### src/lfwdt_pkg.sv
package lfwdt_pkg;
	// counter geometry
	localparam int COUNT_W = 16;
	localparam int IGN_W = 4;
	localparam logic [15:0] COUNT_MAX = 16'hFFFF;
	localparam logic [15:0] MATCH_RESET = 16'h0000;
	localparam logic [3:0] IGNORE_RESET = 4'h0;
	// low-frequency tick derived from the system clock
	localparam int CLK_HZ = 125_000_000;
	localparam int LF_HZ = 40_000;
	localparam int LF_DIV = CLK_HZ / LF_HZ;
	localparam int DIV_W = 12;
	// reset suppression key
	localparam logic [31:0] DISABLE_KEY = 32'hACED_8865;
	// unserviced match events that trigger a device reset
	localparam logic [1:0] MISS_LIMIT = 2'h3;
	// power modes
	typedef enum logic [1:0] {
		LFWDT_ACTIVE = 2'b00,
		LFWDT_SLEEP = 2'b01,
		LFWDT_DEEP = 2'b10
	} lfwdt_mode_e;
endpackage

### src/lfwdt_if.sv
`timescale 1ns/10ps
interface lfwdt_if;
	// host writes, each a one-cycle strobe with its data, plus the power mode level
	logic key_wr;
	logic [31:0] key_data;
	logic match_wr;
	logic [15:0] match_data;
	logic [3:0] ignore_data;
	logic intr_clear_wr;
	logic mask_wr;
	logic mask_data;
	logic cause_clear_wr;
	lfwdt_pkg::lfwdt_mode_e power_mode;
	// device state seen by the host
	logic [15:0] count_value_reg;
	logic [15:0] match_value_reg;
	logic [3:0] ignore_bits;
	logic match_flag;
	logic system_interrupt_mask;
	logic irq;
	logic wakeup;
	logic reset_req;
	logic reset_disabled;
	logic watchdog_reset_cause_bit;

	modport dev (
		input key_wr, key_data, match_wr, match_data, ignore_data, intr_clear_wr,
		input mask_wr, mask_data, cause_clear_wr, power_mode,
		output count_value_reg, match_value_reg, ignore_bits, match_flag,
		output system_interrupt_mask, irq, wakeup, reset_req, reset_disabled,
		output watchdog_reset_cause_bit
	);
	modport host (
		output key_wr, key_data, match_wr, match_data, ignore_data, intr_clear_wr,
		output mask_wr, mask_data, cause_clear_wr, power_mode,
		input count_value_reg, match_value_reg, ignore_bits, match_flag,
		input system_interrupt_mask, irq, wakeup, reset_req, reset_disabled,
		input watchdog_reset_cause_bit
	);
endinterface

### src/lfwdt_host.sv
`timescale 1ns/10ps
module lfwdt_host (
	// clock and reset
	input wire logic clk,
	input wire logic reset_n,
	// link to the watchdog end
	lfwdt_if.host bus,
	// user commands
	input wire logic start,
	input wire logic [15:0] interval,
	input wire logic [3:0] ignore,
	input wire logic service,
	input wire logic key_write,
	input wire logic [31:0] key_value,
	input wire logic cause_clear,
	input wire lfwdt_pkg::lfwdt_mode_e mode,
	// user status
	output logic busy,
	output logic cpu_irq_enable_set,
	output logic [15:0] count_seen,
	output logic reset_cause_seen
);
	typedef enum logic [2:0] {
		LFWDT_IDLE = 3'b000,
		LFWDT_CFG = 3'b001,
		LFWDT_CLR = 3'b010,
		LFWDT_MASK = 3'b011,
		LFWDT_CPU = 3'b100,
		LFWDT_RUN = 3'b101,
		LFWDT_ISR = 3'b110
	} lfwdt_hst_e;

	typedef struct packed {
		lfwdt_hst_e fsm;
		logic [15:0] step;
		logic [3:0] ign;
		logic cpu_en;
		logic key_wr;
		logic [31:0] key_data;
		logic match_wr;
		logic [15:0] match_data;
		logic clr;
		logic mask_wr;
		logic cause_clr;
		logic [15:0] count;
		logic cause;
	} lfwdt_hst_s;

	lfwdt_hst_s st;
	lfwdt_hst_s next_st;

	// configuration sequence and periodic service
	always_comb begin
		next_st = st;
		next_st.key_wr = 1'b0;
		next_st.match_wr = 1'b0;
		next_st.clr = 1'b0;
		next_st.mask_wr = 1'b0;
		next_st.cause_clr = cause_clear;
		next_st.count = bus.count_value_reg;
		next_st.cause = bus.watchdog_reset_cause_bit;
		if (key_write) begin
			next_st.key_wr = 1'b1;
			next_st.key_data = key_value;
		end
		unique case (st.fsm)
			LFWDT_IDLE: begin
				if (start) begin
					next_st.step = interval;
					next_st.ign = ignore;
					next_st.cpu_en = 1'b0;
					next_st.fsm = LFWDT_CFG;
				end
			end
			LFWDT_CFG: begin
				// ignore bits and match value in one write, counter keeps running
				next_st.match_wr = 1'b1;
				next_st.match_data = bus.count_value_reg + st.step;
				next_st.fsm = LFWDT_CLR;
			end
			LFWDT_CLR: begin
				next_st.clr = 1'b1;
				next_st.fsm = LFWDT_MASK;
			end
			LFWDT_MASK: begin
				next_st.mask_wr = 1'b1;
				next_st.fsm = LFWDT_CPU;
			end
			LFWDT_CPU: begin
				next_st.cpu_en = 1'b1;
				next_st.fsm = LFWDT_RUN;
			end
			LFWDT_RUN: begin
				// main-code service clears the flag
				if (service) begin
					next_st.clr = 1'b1;
				end
				// routine service only while the reset is suppressed, main code owns it otherwise
				if ((bus.irq || bus.wakeup) && bus.reset_disabled) begin
					next_st.clr = 1'b1;
					next_st.match_wr = 1'b1;
					next_st.match_data = bus.match_value_reg + st.step;
					next_st.fsm = LFWDT_ISR;
				end
			end
			LFWDT_ISR: begin
				// one cycle for the cleared flag to reach the irq line
				next_st.fsm = LFWDT_RUN;
			end
			default: begin
				next_st.fsm = LFWDT_IDLE;
			end
		endcase
	end

	// registered state
	always_ff @(posedge clk) begin
		if (!reset_n) begin
			st <= '{fsm: LFWDT_IDLE, step: 16'h0000, ign: 4'h0, cpu_en: 1'b0, key_wr: 1'b0,
				key_data: 32'h0000_0000, match_wr: 1'b0, match_data: 16'h0000, clr: 1'b0,
				mask_wr: 1'b0, cause_clr: 1'b0, count: 16'h0000, cause: 1'b0};
		end else begin
			st <= next_st;
		end
	end

	// drive the link from flops, mask data tied high and power mode taken straight from the mode input
	assign bus.key_wr = st.key_wr;
	assign bus.key_data = st.key_data;
	assign bus.match_wr = st.match_wr;
	assign bus.match_data = st.match_data;
	assign bus.ignore_data = st.ign;
	assign bus.intr_clear_wr = st.clr;
	assign bus.mask_wr = st.mask_wr;
	assign bus.mask_data = 1'b1;
	assign bus.cause_clear_wr = st.cause_clr;
	assign bus.power_mode = mode;
	// user status
	assign busy = (st.fsm != LFWDT_IDLE) && (st.fsm != LFWDT_RUN) && (st.fsm != LFWDT_ISR);
	assign cpu_irq_enable_set = st.cpu_en;
	assign count_seen = st.count;
	assign reset_cause_seen = st.cause;
endmodule // lfwdt_host

### src/flat_wrapper.sv
// flat-port wrapper written by rule: the top's interface ports become plain ports
module lfwdt_host_flat 
  (clk, reset_n, start, interval, ignore, service, key_write, key_value, cause_clear, mode, busy, cpu_irq_enable_set, count_seen, reset_cause_seen, bus_key_wr, bus_key_data, bus_match_wr, bus_match_data, bus_ignore_data, bus_intr_clear_wr, bus_mask_wr, bus_mask_data, bus_cause_clear_wr, bus_power_mode, bus_count_value_reg, bus_match_value_reg, bus_ignore_bits, bus_match_flag, bus_system_interrupt_mask, bus_irq, bus_wakeup, bus_reset_req, bus_reset_disabled, bus_watchdog_reset_cause_bit);
  lfwdt_if bus_i ();
  input wire logic clk;
  input wire logic reset_n;
  input wire logic start;
  input wire logic [15:0] interval;
  input wire logic [3:0] ignore;
  input wire logic service;
  input wire logic key_write;
  input wire logic [31:0] key_value;
  input wire logic cause_clear;
  input wire lfwdt_pkg::lfwdt_mode_e mode;
  output logic busy;
  output logic cpu_irq_enable_set;
  output logic [15:0] count_seen;
  output logic reset_cause_seen;
  output wire logic [$bits(bus_i.key_wr)-1:0] bus_key_wr;
  output wire logic [$bits(bus_i.key_data)-1:0] bus_key_data;
  output wire logic [$bits(bus_i.match_wr)-1:0] bus_match_wr;
  output wire logic [$bits(bus_i.match_data)-1:0] bus_match_data;
  output wire logic [$bits(bus_i.ignore_data)-1:0] bus_ignore_data;
  output wire logic [$bits(bus_i.intr_clear_wr)-1:0] bus_intr_clear_wr;
  output wire logic [$bits(bus_i.mask_wr)-1:0] bus_mask_wr;
  output wire logic [$bits(bus_i.mask_data)-1:0] bus_mask_data;
  output wire logic [$bits(bus_i.cause_clear_wr)-1:0] bus_cause_clear_wr;
  output wire logic [$bits(bus_i.power_mode)-1:0] bus_power_mode;
  input wire logic [$bits(bus_i.count_value_reg)-1:0] bus_count_value_reg;
  input wire logic [$bits(bus_i.match_value_reg)-1:0] bus_match_value_reg;
  input wire logic [$bits(bus_i.ignore_bits)-1:0] bus_ignore_bits;
  input wire logic [$bits(bus_i.match_flag)-1:0] bus_match_flag;
  input wire logic [$bits(bus_i.system_interrupt_mask)-1:0] bus_system_interrupt_mask;
  input wire logic [$bits(bus_i.irq)-1:0] bus_irq;
  input wire logic [$bits(bus_i.wakeup)-1:0] bus_wakeup;
  input wire logic [$bits(bus_i.reset_req)-1:0] bus_reset_req;
  input wire logic [$bits(bus_i.reset_disabled)-1:0] bus_reset_disabled;
  input wire logic [$bits(bus_i.watchdog_reset_cause_bit)-1:0] bus_watchdog_reset_cause_bit;
  assign bus_key_wr = bus_i.key_wr;
  assign bus_key_data = bus_i.key_data;
  assign bus_match_wr = bus_i.match_wr;
  assign bus_match_data = bus_i.match_data;
  assign bus_ignore_data = bus_i.ignore_data;
  assign bus_intr_clear_wr = bus_i.intr_clear_wr;
  assign bus_mask_wr = bus_i.mask_wr;
  assign bus_mask_data = bus_i.mask_data;
  assign bus_cause_clear_wr = bus_i.cause_clear_wr;
  assign bus_power_mode = bus_i.power_mode;
  assign bus_i.count_value_reg = bus_count_value_reg;
  assign bus_i.match_value_reg = bus_match_value_reg;
  assign bus_i.ignore_bits = bus_ignore_bits;
  assign bus_i.match_flag = bus_match_flag;
  assign bus_i.system_interrupt_mask = bus_system_interrupt_mask;
  assign bus_i.irq = bus_irq;
  assign bus_i.wakeup = bus_wakeup;
  assign bus_i.reset_req = bus_reset_req;
  assign bus_i.reset_disabled = bus_reset_disabled;
  assign bus_i.watchdog_reset_cause_bit = bus_watchdog_reset_cause_bit;
  lfwdt_host u_core (.clk(clk), .reset_n(reset_n), .bus(bus_i), .start(start), .interval(interval), .ignore(ignore), .service(service), .key_write(key_write), .key_value(key_value), .cause_clear(cause_clear), .mode(mode), .busy(busy), .cpu_irq_enable_set(cpu_irq_enable_set), .count_seen(count_seen), .reset_cause_seen(reset_cause_seen));
endmodule
### config.mk
export PLATFORM = sky130hd
export DESIGN_NAME = lfwdt_host_flat
export DESIGN_NICKNAME = d
export VERILOG_FILES = /design/src/lfwdt_pkg.sv /design/src/lfwdt_if.sv /design/src/lfwdt_host.sv /design/src/flat_wrapper.sv
export SDC_FILE = /design/constraint.sdc
export NUM_CORES = 1
export LEC_CHECK = 0
export ABC_CLOCK_PERIOD_IN_PS = 3800
export BUFFER_PORTS_ARGS = -buffer_cell sky130_fd_sc_hd__clkbuf_2
export CORE_MARGIN = 4
export CORE_UTILIZATION = 38
export CTS_CLUSTER_DIAMETER = 50
export DETAILED_ROUTE_END_ITERATION = 6
export SKIP_CTS_REPAIR_TIMING = 1
export SLEW_MARGIN = 20
export SYNTH_ARGS = -nofsm -noshare
export SYNTH_HDL_FRONTEND = slang
export SYNTH_SLANG_ARGS = --single-unit
### constraint.sdc
create_clock -name clk -period 3.8 [get_ports clk]
set_clock_uncertainty 0.2 [all_clocks]
set_input_delay 0.38 -clock clk [delete_from_list [all_inputs] [get_ports clk]]
set_output_delay 0.38 -clock clk [all_outputs]
set_load 0.02 [all_outputs]
==> results.cfg, run 1 <==
[global_route]
grt_pass1_vias = 4277
grt_pass1_wl_um = 20800
overflow = 0
grt_max_degree = 68
antenna_found_initial = 0
grt_usage = 0.160

[drt]
avgRoutedWirePerCell_um = 14.6
via_per_inst = 4.89
routed_wl_um = 12800
drt_first_pass_iters = 4
drc_errors = 0
drtAntennaViolNets = 0
via_count = 4287
drt_iter0_markers = 230

[die]
coreArea_mm2 = 0.0139
ios = 182
start_util = 0.387
die_h_um = 127
fp.dieArea_mm2 = 0.0161
die_x_um = 127
fp-row-count = 43

[yosys]
ys_ff_latch = 94
avgSynthCellArea_um2 = 8.82
yosys.area.top_type = dfxtp_1
synthTopCellsByCount = dfxtp_1, buf_4, nand2_1
syn_area_mm2 = 0.00537
synthCells = 609
ys_seq_area_frac = 0.350
synth_edf_count = 0
synth.distinct_cells = 58
yosysWarnings = 0
yosysMostFrequentCell = dfxtp_1
synth_top_area_share = 0.350
synth.area.top_cells = dfxtp_1, buf_4, ha_1
dominantRegCellSynth = dfxtp_1
synth_nets = 744
ys_async_sr_fraction = 0

[clocking]
path_clk_slew_ps = 70
cts-root-buf = clkbuf_16
clock-sinks = 94
htree_levels = 3
numCtsBuffers = 9
clk_latency_ps = 340
cts_tree = yes
clockBufferDepth = 2

[sta]
finalHoldViolCount = 0
whs_ps = 41.1
setup_viol = 0
slew_headroom = 0.315
worstMarginPinSlew_ps = 1030
fin_crit_ps = 2680
rsz0062_at_grt = false
final.setup.tns_ps = 0
fmax_mhz = 374
final_max_slew_viol_count = 0
fin_crit_sh = 0.704

[setup_path]
required_ps = 3820
end_kind = flop
critPathKind = flop to flop
crit_fanout = 4
crit_path_start_kind = flop
slowest_stage = fa_1
slowest_delay_ps = 390
path_cells = ha_1 -> inv_1 -> fa_1 -> nor2b_1 -> o211ai_1 -> a31oi_1 -> a41o_1 -> a41oi_1 -> xor2_1 -> o21ai_1
crit_arrival_ps = 2700

[power_and_ir_drop]
ir_drop_v = 0.000187
power_density_mw_per_mm2 = 439
p_leak_nw = 2.87

[hold_path]
hp-class = primary input to flop

[placement]
portBuffers = 169
hpwlAfterDp_um = 10300
gp_congestion = 0.902

[finish]
syn_to_final_growth_pct = 13.8
drive_above_1_share = 0.287
multi_input_area_mm2 = 0.00279
seq_area_mm2 = 0.00188
n_fill_cell = 1416
postLayoutCoreUtil = 0.440
antennaDiodeCount = 0
nets = 827

[run]
maxCapViolations = 0

[outcome]
status = finished, final reports clean
[per-layer routing]
layer,up-vias,track usage,wire [um]
met3,21,0.0459,822
met1,1966,0.186,5280
met5,-,0,0
met4,0,0.0593,274
met2,116,0.280,6460
li1,2184,-,-
[metrics by stage]
stage	area [um^2]	worst slack, ps	std cells	total power, mW
after floorplan	5370	1410	609	1.68
after global placement	5820	1020	861	1.81
after detailed placement	5820	1050	861	1.83
after CTS	6110	1100	877	2.72
after global routing	6110	1000	877	2.85
final	6110	1120	877	2.69
[critical path: cells and delay by family, from the launching register on]
family / cells / cell delay [ps]
AND/OR/NAND/NOR: 1 / 170
flip-flops: 1 / 380
buffers and inverters: 1 / 60
AO/OA/AOI/OAI: 5 / 1000
XOR/XNOR: 1 / 160
adder cells (fa/ha/maj): 2 / 580
[where the power goes]
part           switching, mW  internal [mW]  total [mW]
logic                  0.397          0.285       0.683
clock network          0.410          0.471       0.881
registers             0.0614           1.06        1.12
total                  0.868           1.82        2.69
[cell families after synthesis]
kind of cell    after synthesis  share of synthesized area
fa+ha+maj                    32                     0.0774
xor+xnor                     25                     0.0408
mux                          34                     0.0634
compound gates              132                      0.168
simple gates                177                      0.168
other cells                   1                   0.000698
buf+inv                     114                      0.131
flops                        94                      0.350
[registers in the layout, indices dropped and copies added (netlist names), 4 cells and up]
| signal | flops |
|---|---|
| u_core.bus.ignore_data | 4 |
| u_core.count_seen | 16 |
| u_core.st | 19 |
| u_core.bus.match_data | 16 |
| u_core.bus.key_data | 32 |
[final cells by class]
class | count | area share
multi-input combinational | 401 | 0.457
sequential | 94 | 0.308
timing repair buffer | 173 | 0.143
clock buffer | 10 | 0.0391
tap | 180 | 0.0368
clock inverter | 6 | 0.00819
inverter | 13 | 0.00798
[cells in the final DEF, fill, tap and decap left out, types with 2 or more instances in the layout]
master,netlist,routed
a31oi_1,3,3
nand3_1,7,7
a22o_1,6,6
a211oi_1,3,3
o22ai_1,7,7
fa_1,2,2
clkbuf_16,0,9
a22oi_1,6,6
a21o_1,8,8
nor3_1,5,5
and2_1,24,24
dfxtp_1,94,94
a2111oi_0,2,2
o211ai_1,4,4
nand2b_1,6,6
a21oi_2,2,2
and3_1,3,3
nand4_1,3,3
nor2b_1,39,39
xor2_1,12,12
mux2i_1,34,34
inv_1,13,13
o21ai_1,3,3
nand2_1,62,62
a21boi_0,22,22
nor2_1,19,19
o21ai_0,25,25
ha_1,30,30
a221o_1,2,2
a221oi_1,3,3
a21oi_1,24,24
clkbuf_2,1,169
clkinvlp_4,0,2
xnor2_1,13,13
inv_6,0,4
buf_4,72,4
[path summary, 6_finish.rpt]
check                            start                        end  slack [ps]  cells past startpoint
max                      u_core.st[75]  u_core.bus.match_data[14]        1120                     10
min                        cause_clear  u_core.bus.cause_clear_wr          40                      2
max reg2reg              u_core.st[75]  u_core.bus.match_data[14]        1120                     10
min reg2reg  u_core.bus.ignore_data[2]  u_core.bus.ignore_data[2]         270                      2
(Power assumes the default switching activity.)
==> run 2, diff against run 1 <==
--- a/config.mk
+++ b/config.mk
@@ -5,7 +5,8 @@
 export SDC_FILE = /design/constraint.sdc
 export NUM_CORES = 1
 export LEC_CHECK = 0
-export ABC_CLOCK_PERIOD_IN_PS = 3800
+export ABC_AREA = 1
+export ABC_CLOCK_PERIOD_IN_PS = 2450
 export BUFFER_PORTS_ARGS = -buffer_cell sky130_fd_sc_hd__clkbuf_2
 export CORE_MARGIN = 4
 export CORE_UTILIZATION = 38
==> constraint.sdc (replaced) <==
create_clock -name clk -period 2.45 [get_ports clk]
set_clock_uncertainty 0.2 [all_clocks]
set_input_delay 0.245 -clock clk [delete_from_list [all_inputs] [get_ports clk]]
set_output_delay 0.245 -clock clk [all_outputs]
set_load 0.02 [all_outputs]
==> results.cfg, run 2 <==
[setup_path]
r2r_slack_ps = 310
crit_path_start_kind = primary input
crit_fanout = 3
required_ps = 2490
cp_common_cell = a21oi_1
crit_arrival_ps = 2230
end_kind = flop
slowest_delay_ps = 540
slowest_stage = dlygate4sd3_1
critPathKind = primary input to flop
r2r-start = u_core.st[75]
reg2reg_to = u_core.bus.match_data[12]
rr_worst_depth = 13
path_cells = dlygate4sd3_1 -> clkbuf_2 -> fa_1 -> nand2_1 -> a21oi_1 -> or2_2 -> nand3_1 -> o21ai_0 -> a21oi_1 -> nor2_1

[die]
coreArea_mm2 = 0.0146
start_util = 0.388
fp.dieArea_mm2 = 0.0169
die_x_um = 130
die_h_um = 130
fp-row-count = 44
ios = 182

[yosys]
synthCells = 853
ys_async_sr_fraction = 0
yosys.area.top_type = dfxtp_1
synth_nets = 988
yosysMostFrequentCell = nand2_1
synthTopCellsByCount = nand2_1, inv_1, nor2_1
synth.area.top_cells = dfxtp_1, nand2_1, buf_4
synth_top_area_share = 0.332
dominantRegCellSynth = dfxtp_1
ys_seq_area_frac = 0.332
avgSynthCellArea_um2 = 6.64
synth.distinct_cells = 35
yosysWarnings = 0
synth_edf_count = 0
syn_area_mm2 = 0.00567
ys_ff_latch = 94

[placement]
portBuffers = 169
dp.cells = 1119
gp_congestion = 0.833
dpl_worst_slack_ps = 298
hpwlAfterDp_um = 11500
dpl_cell_area_mm2 = 0.00616

[sta]
finalHoldViolCount = 2
fin_ws_ps = 256
fmax_mhz = 456
whs_ps = -45.1
fin_crit_sh = 0.895
final_max_slew_viol_count = 0
fin_crit_ps = 2190
rsz0062_at_grt = false
final.setup.tns_ps = 0
setup_viol = 0

[drt]
drt_iter0_markers = 217
via_per_inst = 4.51
avgRoutedWirePerCell_um = 12.7
via_count = 5420
routed_wl_um = 15300
drt_first_pass_iters = 4
drtAntennaViolNets = 0
drc_errors = 0

[power_and_ir_drop]
p_leak_nw = 3.92
ir_drop_v = 0.000306
power_mw = 4.20
power_density_mw_per_mm2 = 588

[finish]
final_area_mm2 = 0.00714
postLayoutCoreUtil = 0.489
syn_to_final_growth_pct = 26.0
drive_above_1_share = 0.204
largest_reg_flops = 32
layout.cells.non_filler = 1203
nets = 1149
layout_commonest_cell = nand2_1
antennaDiodeCount = 0
final_cell_mix = nand2_1, clkbuf_2, inv_1

[global_route]
grt_usage = 0.168
use_met2 = 0.271
grt_pass1_wl_um = 22500
overflow = 0
top_usage_layer = met2
met3_usage = 0.0483
grt_util_met1 = 0.224
grt_max_degree = 38
antenna_found_initial = 0
grt_pass1_vias = 4674

[run]
maxCapViolations = 0

[clocking]
numCtsBuffers = 9
clockBufferDepth = 2
cts-root-buf = clkbuf_16
clock-sinks = 94
clk_latency_ps = 350
path_clk_slew_ps = 70
htree_levels = 3
cts_tree = yes

[hold_path]
hold_depth = 3
hp-class = primary input to flop
whs_endpoint = u_core.bus.key_data[22]
min-delay-start = key_value[22]

[outcome]
status = finished with violations
failed_checks = negative hold slack
run 2: changes by cell type after synthesis, sizes merged, moves of 9 or more:
cell / previous run / this run
a21boi: 22 / 2
nand3b: 1 / 10
nor2: 19 / 99
inv: 13 / 104
nand2: 62 / 246
xnor2: 13 / 3
o21ai: 28 / 48
and2: 24 / 1
xor2: 12 / 2
mux2i: 34 / 0
nand3: 8 / 50
nor2b: 39 / 0
a21oi: 26 / 46
run 2: layout make-up:
cell class                 count  area (um^2)
fill                        1475         7450
clock buffer                  10          229
tap                          184          230
multi-input combinational    559         2740
clock inverter                 6         73.8
timing repair buffer         246         1590
sequential                    94         1880
inverter                     104          393
run 2: worst max-delay path by stage:
| stage | from | end | slack (ps) |
|---|---|---|---|
| floorplan | u_core.st[75] | u_core.bus.match_data[4] | 540 |
| global placement | bus_count_value_reg[0] | u_core.bus.match_data[14] | 320 |
| detailed placement | bus_count_value_reg[0] | u_core.bus.match_data[4] | 300 |
| CTS | u_core.st[75] | u_core.bus.match_data[12] | 290 |
| global route | u_core.st[75] | u_core.bus.match_data[12] | 80 |
| finish | bus_count_value_reg[1] | u_core.bus.match_data[4] | 260 |
run 2: cell families after synthesis:
kind of cell	count (synthesis)	share of synthesized area
adder cells (fa/ha/maj)	32	0.0733
other	1	0.000662
AO/OA/AOI/OAI	102	0.0958
flip-flops	94	0.332
XOR/XNOR	5	0.00773
buffers and inverters	200	0.185
AND/OR/NAND/NOR	419	0.306
run 2: where the power goes:
group	internal [mW]	switching, mW	leakage [nW]
logic	0.419	0.625	3.00
registers	1.63	0.0663	0.775
clock network	0.811	0.651	0.149
total	2.86	1.34	3.92
run 2: critical path: cells and delay by family:
kind                       cells  cell delay (ps)
AOI/OAI and AO/OA              3              320
adders and majority gates      1              440
buffers and inverters          2              690
and+or+nand+nor                4              530
run 2: layer usage:
metal	vias up	wire length, um
li1	2930	-
met1	2353	7210
met2	127	6930
met3	10	1080
met4	0	122
met5	-	0
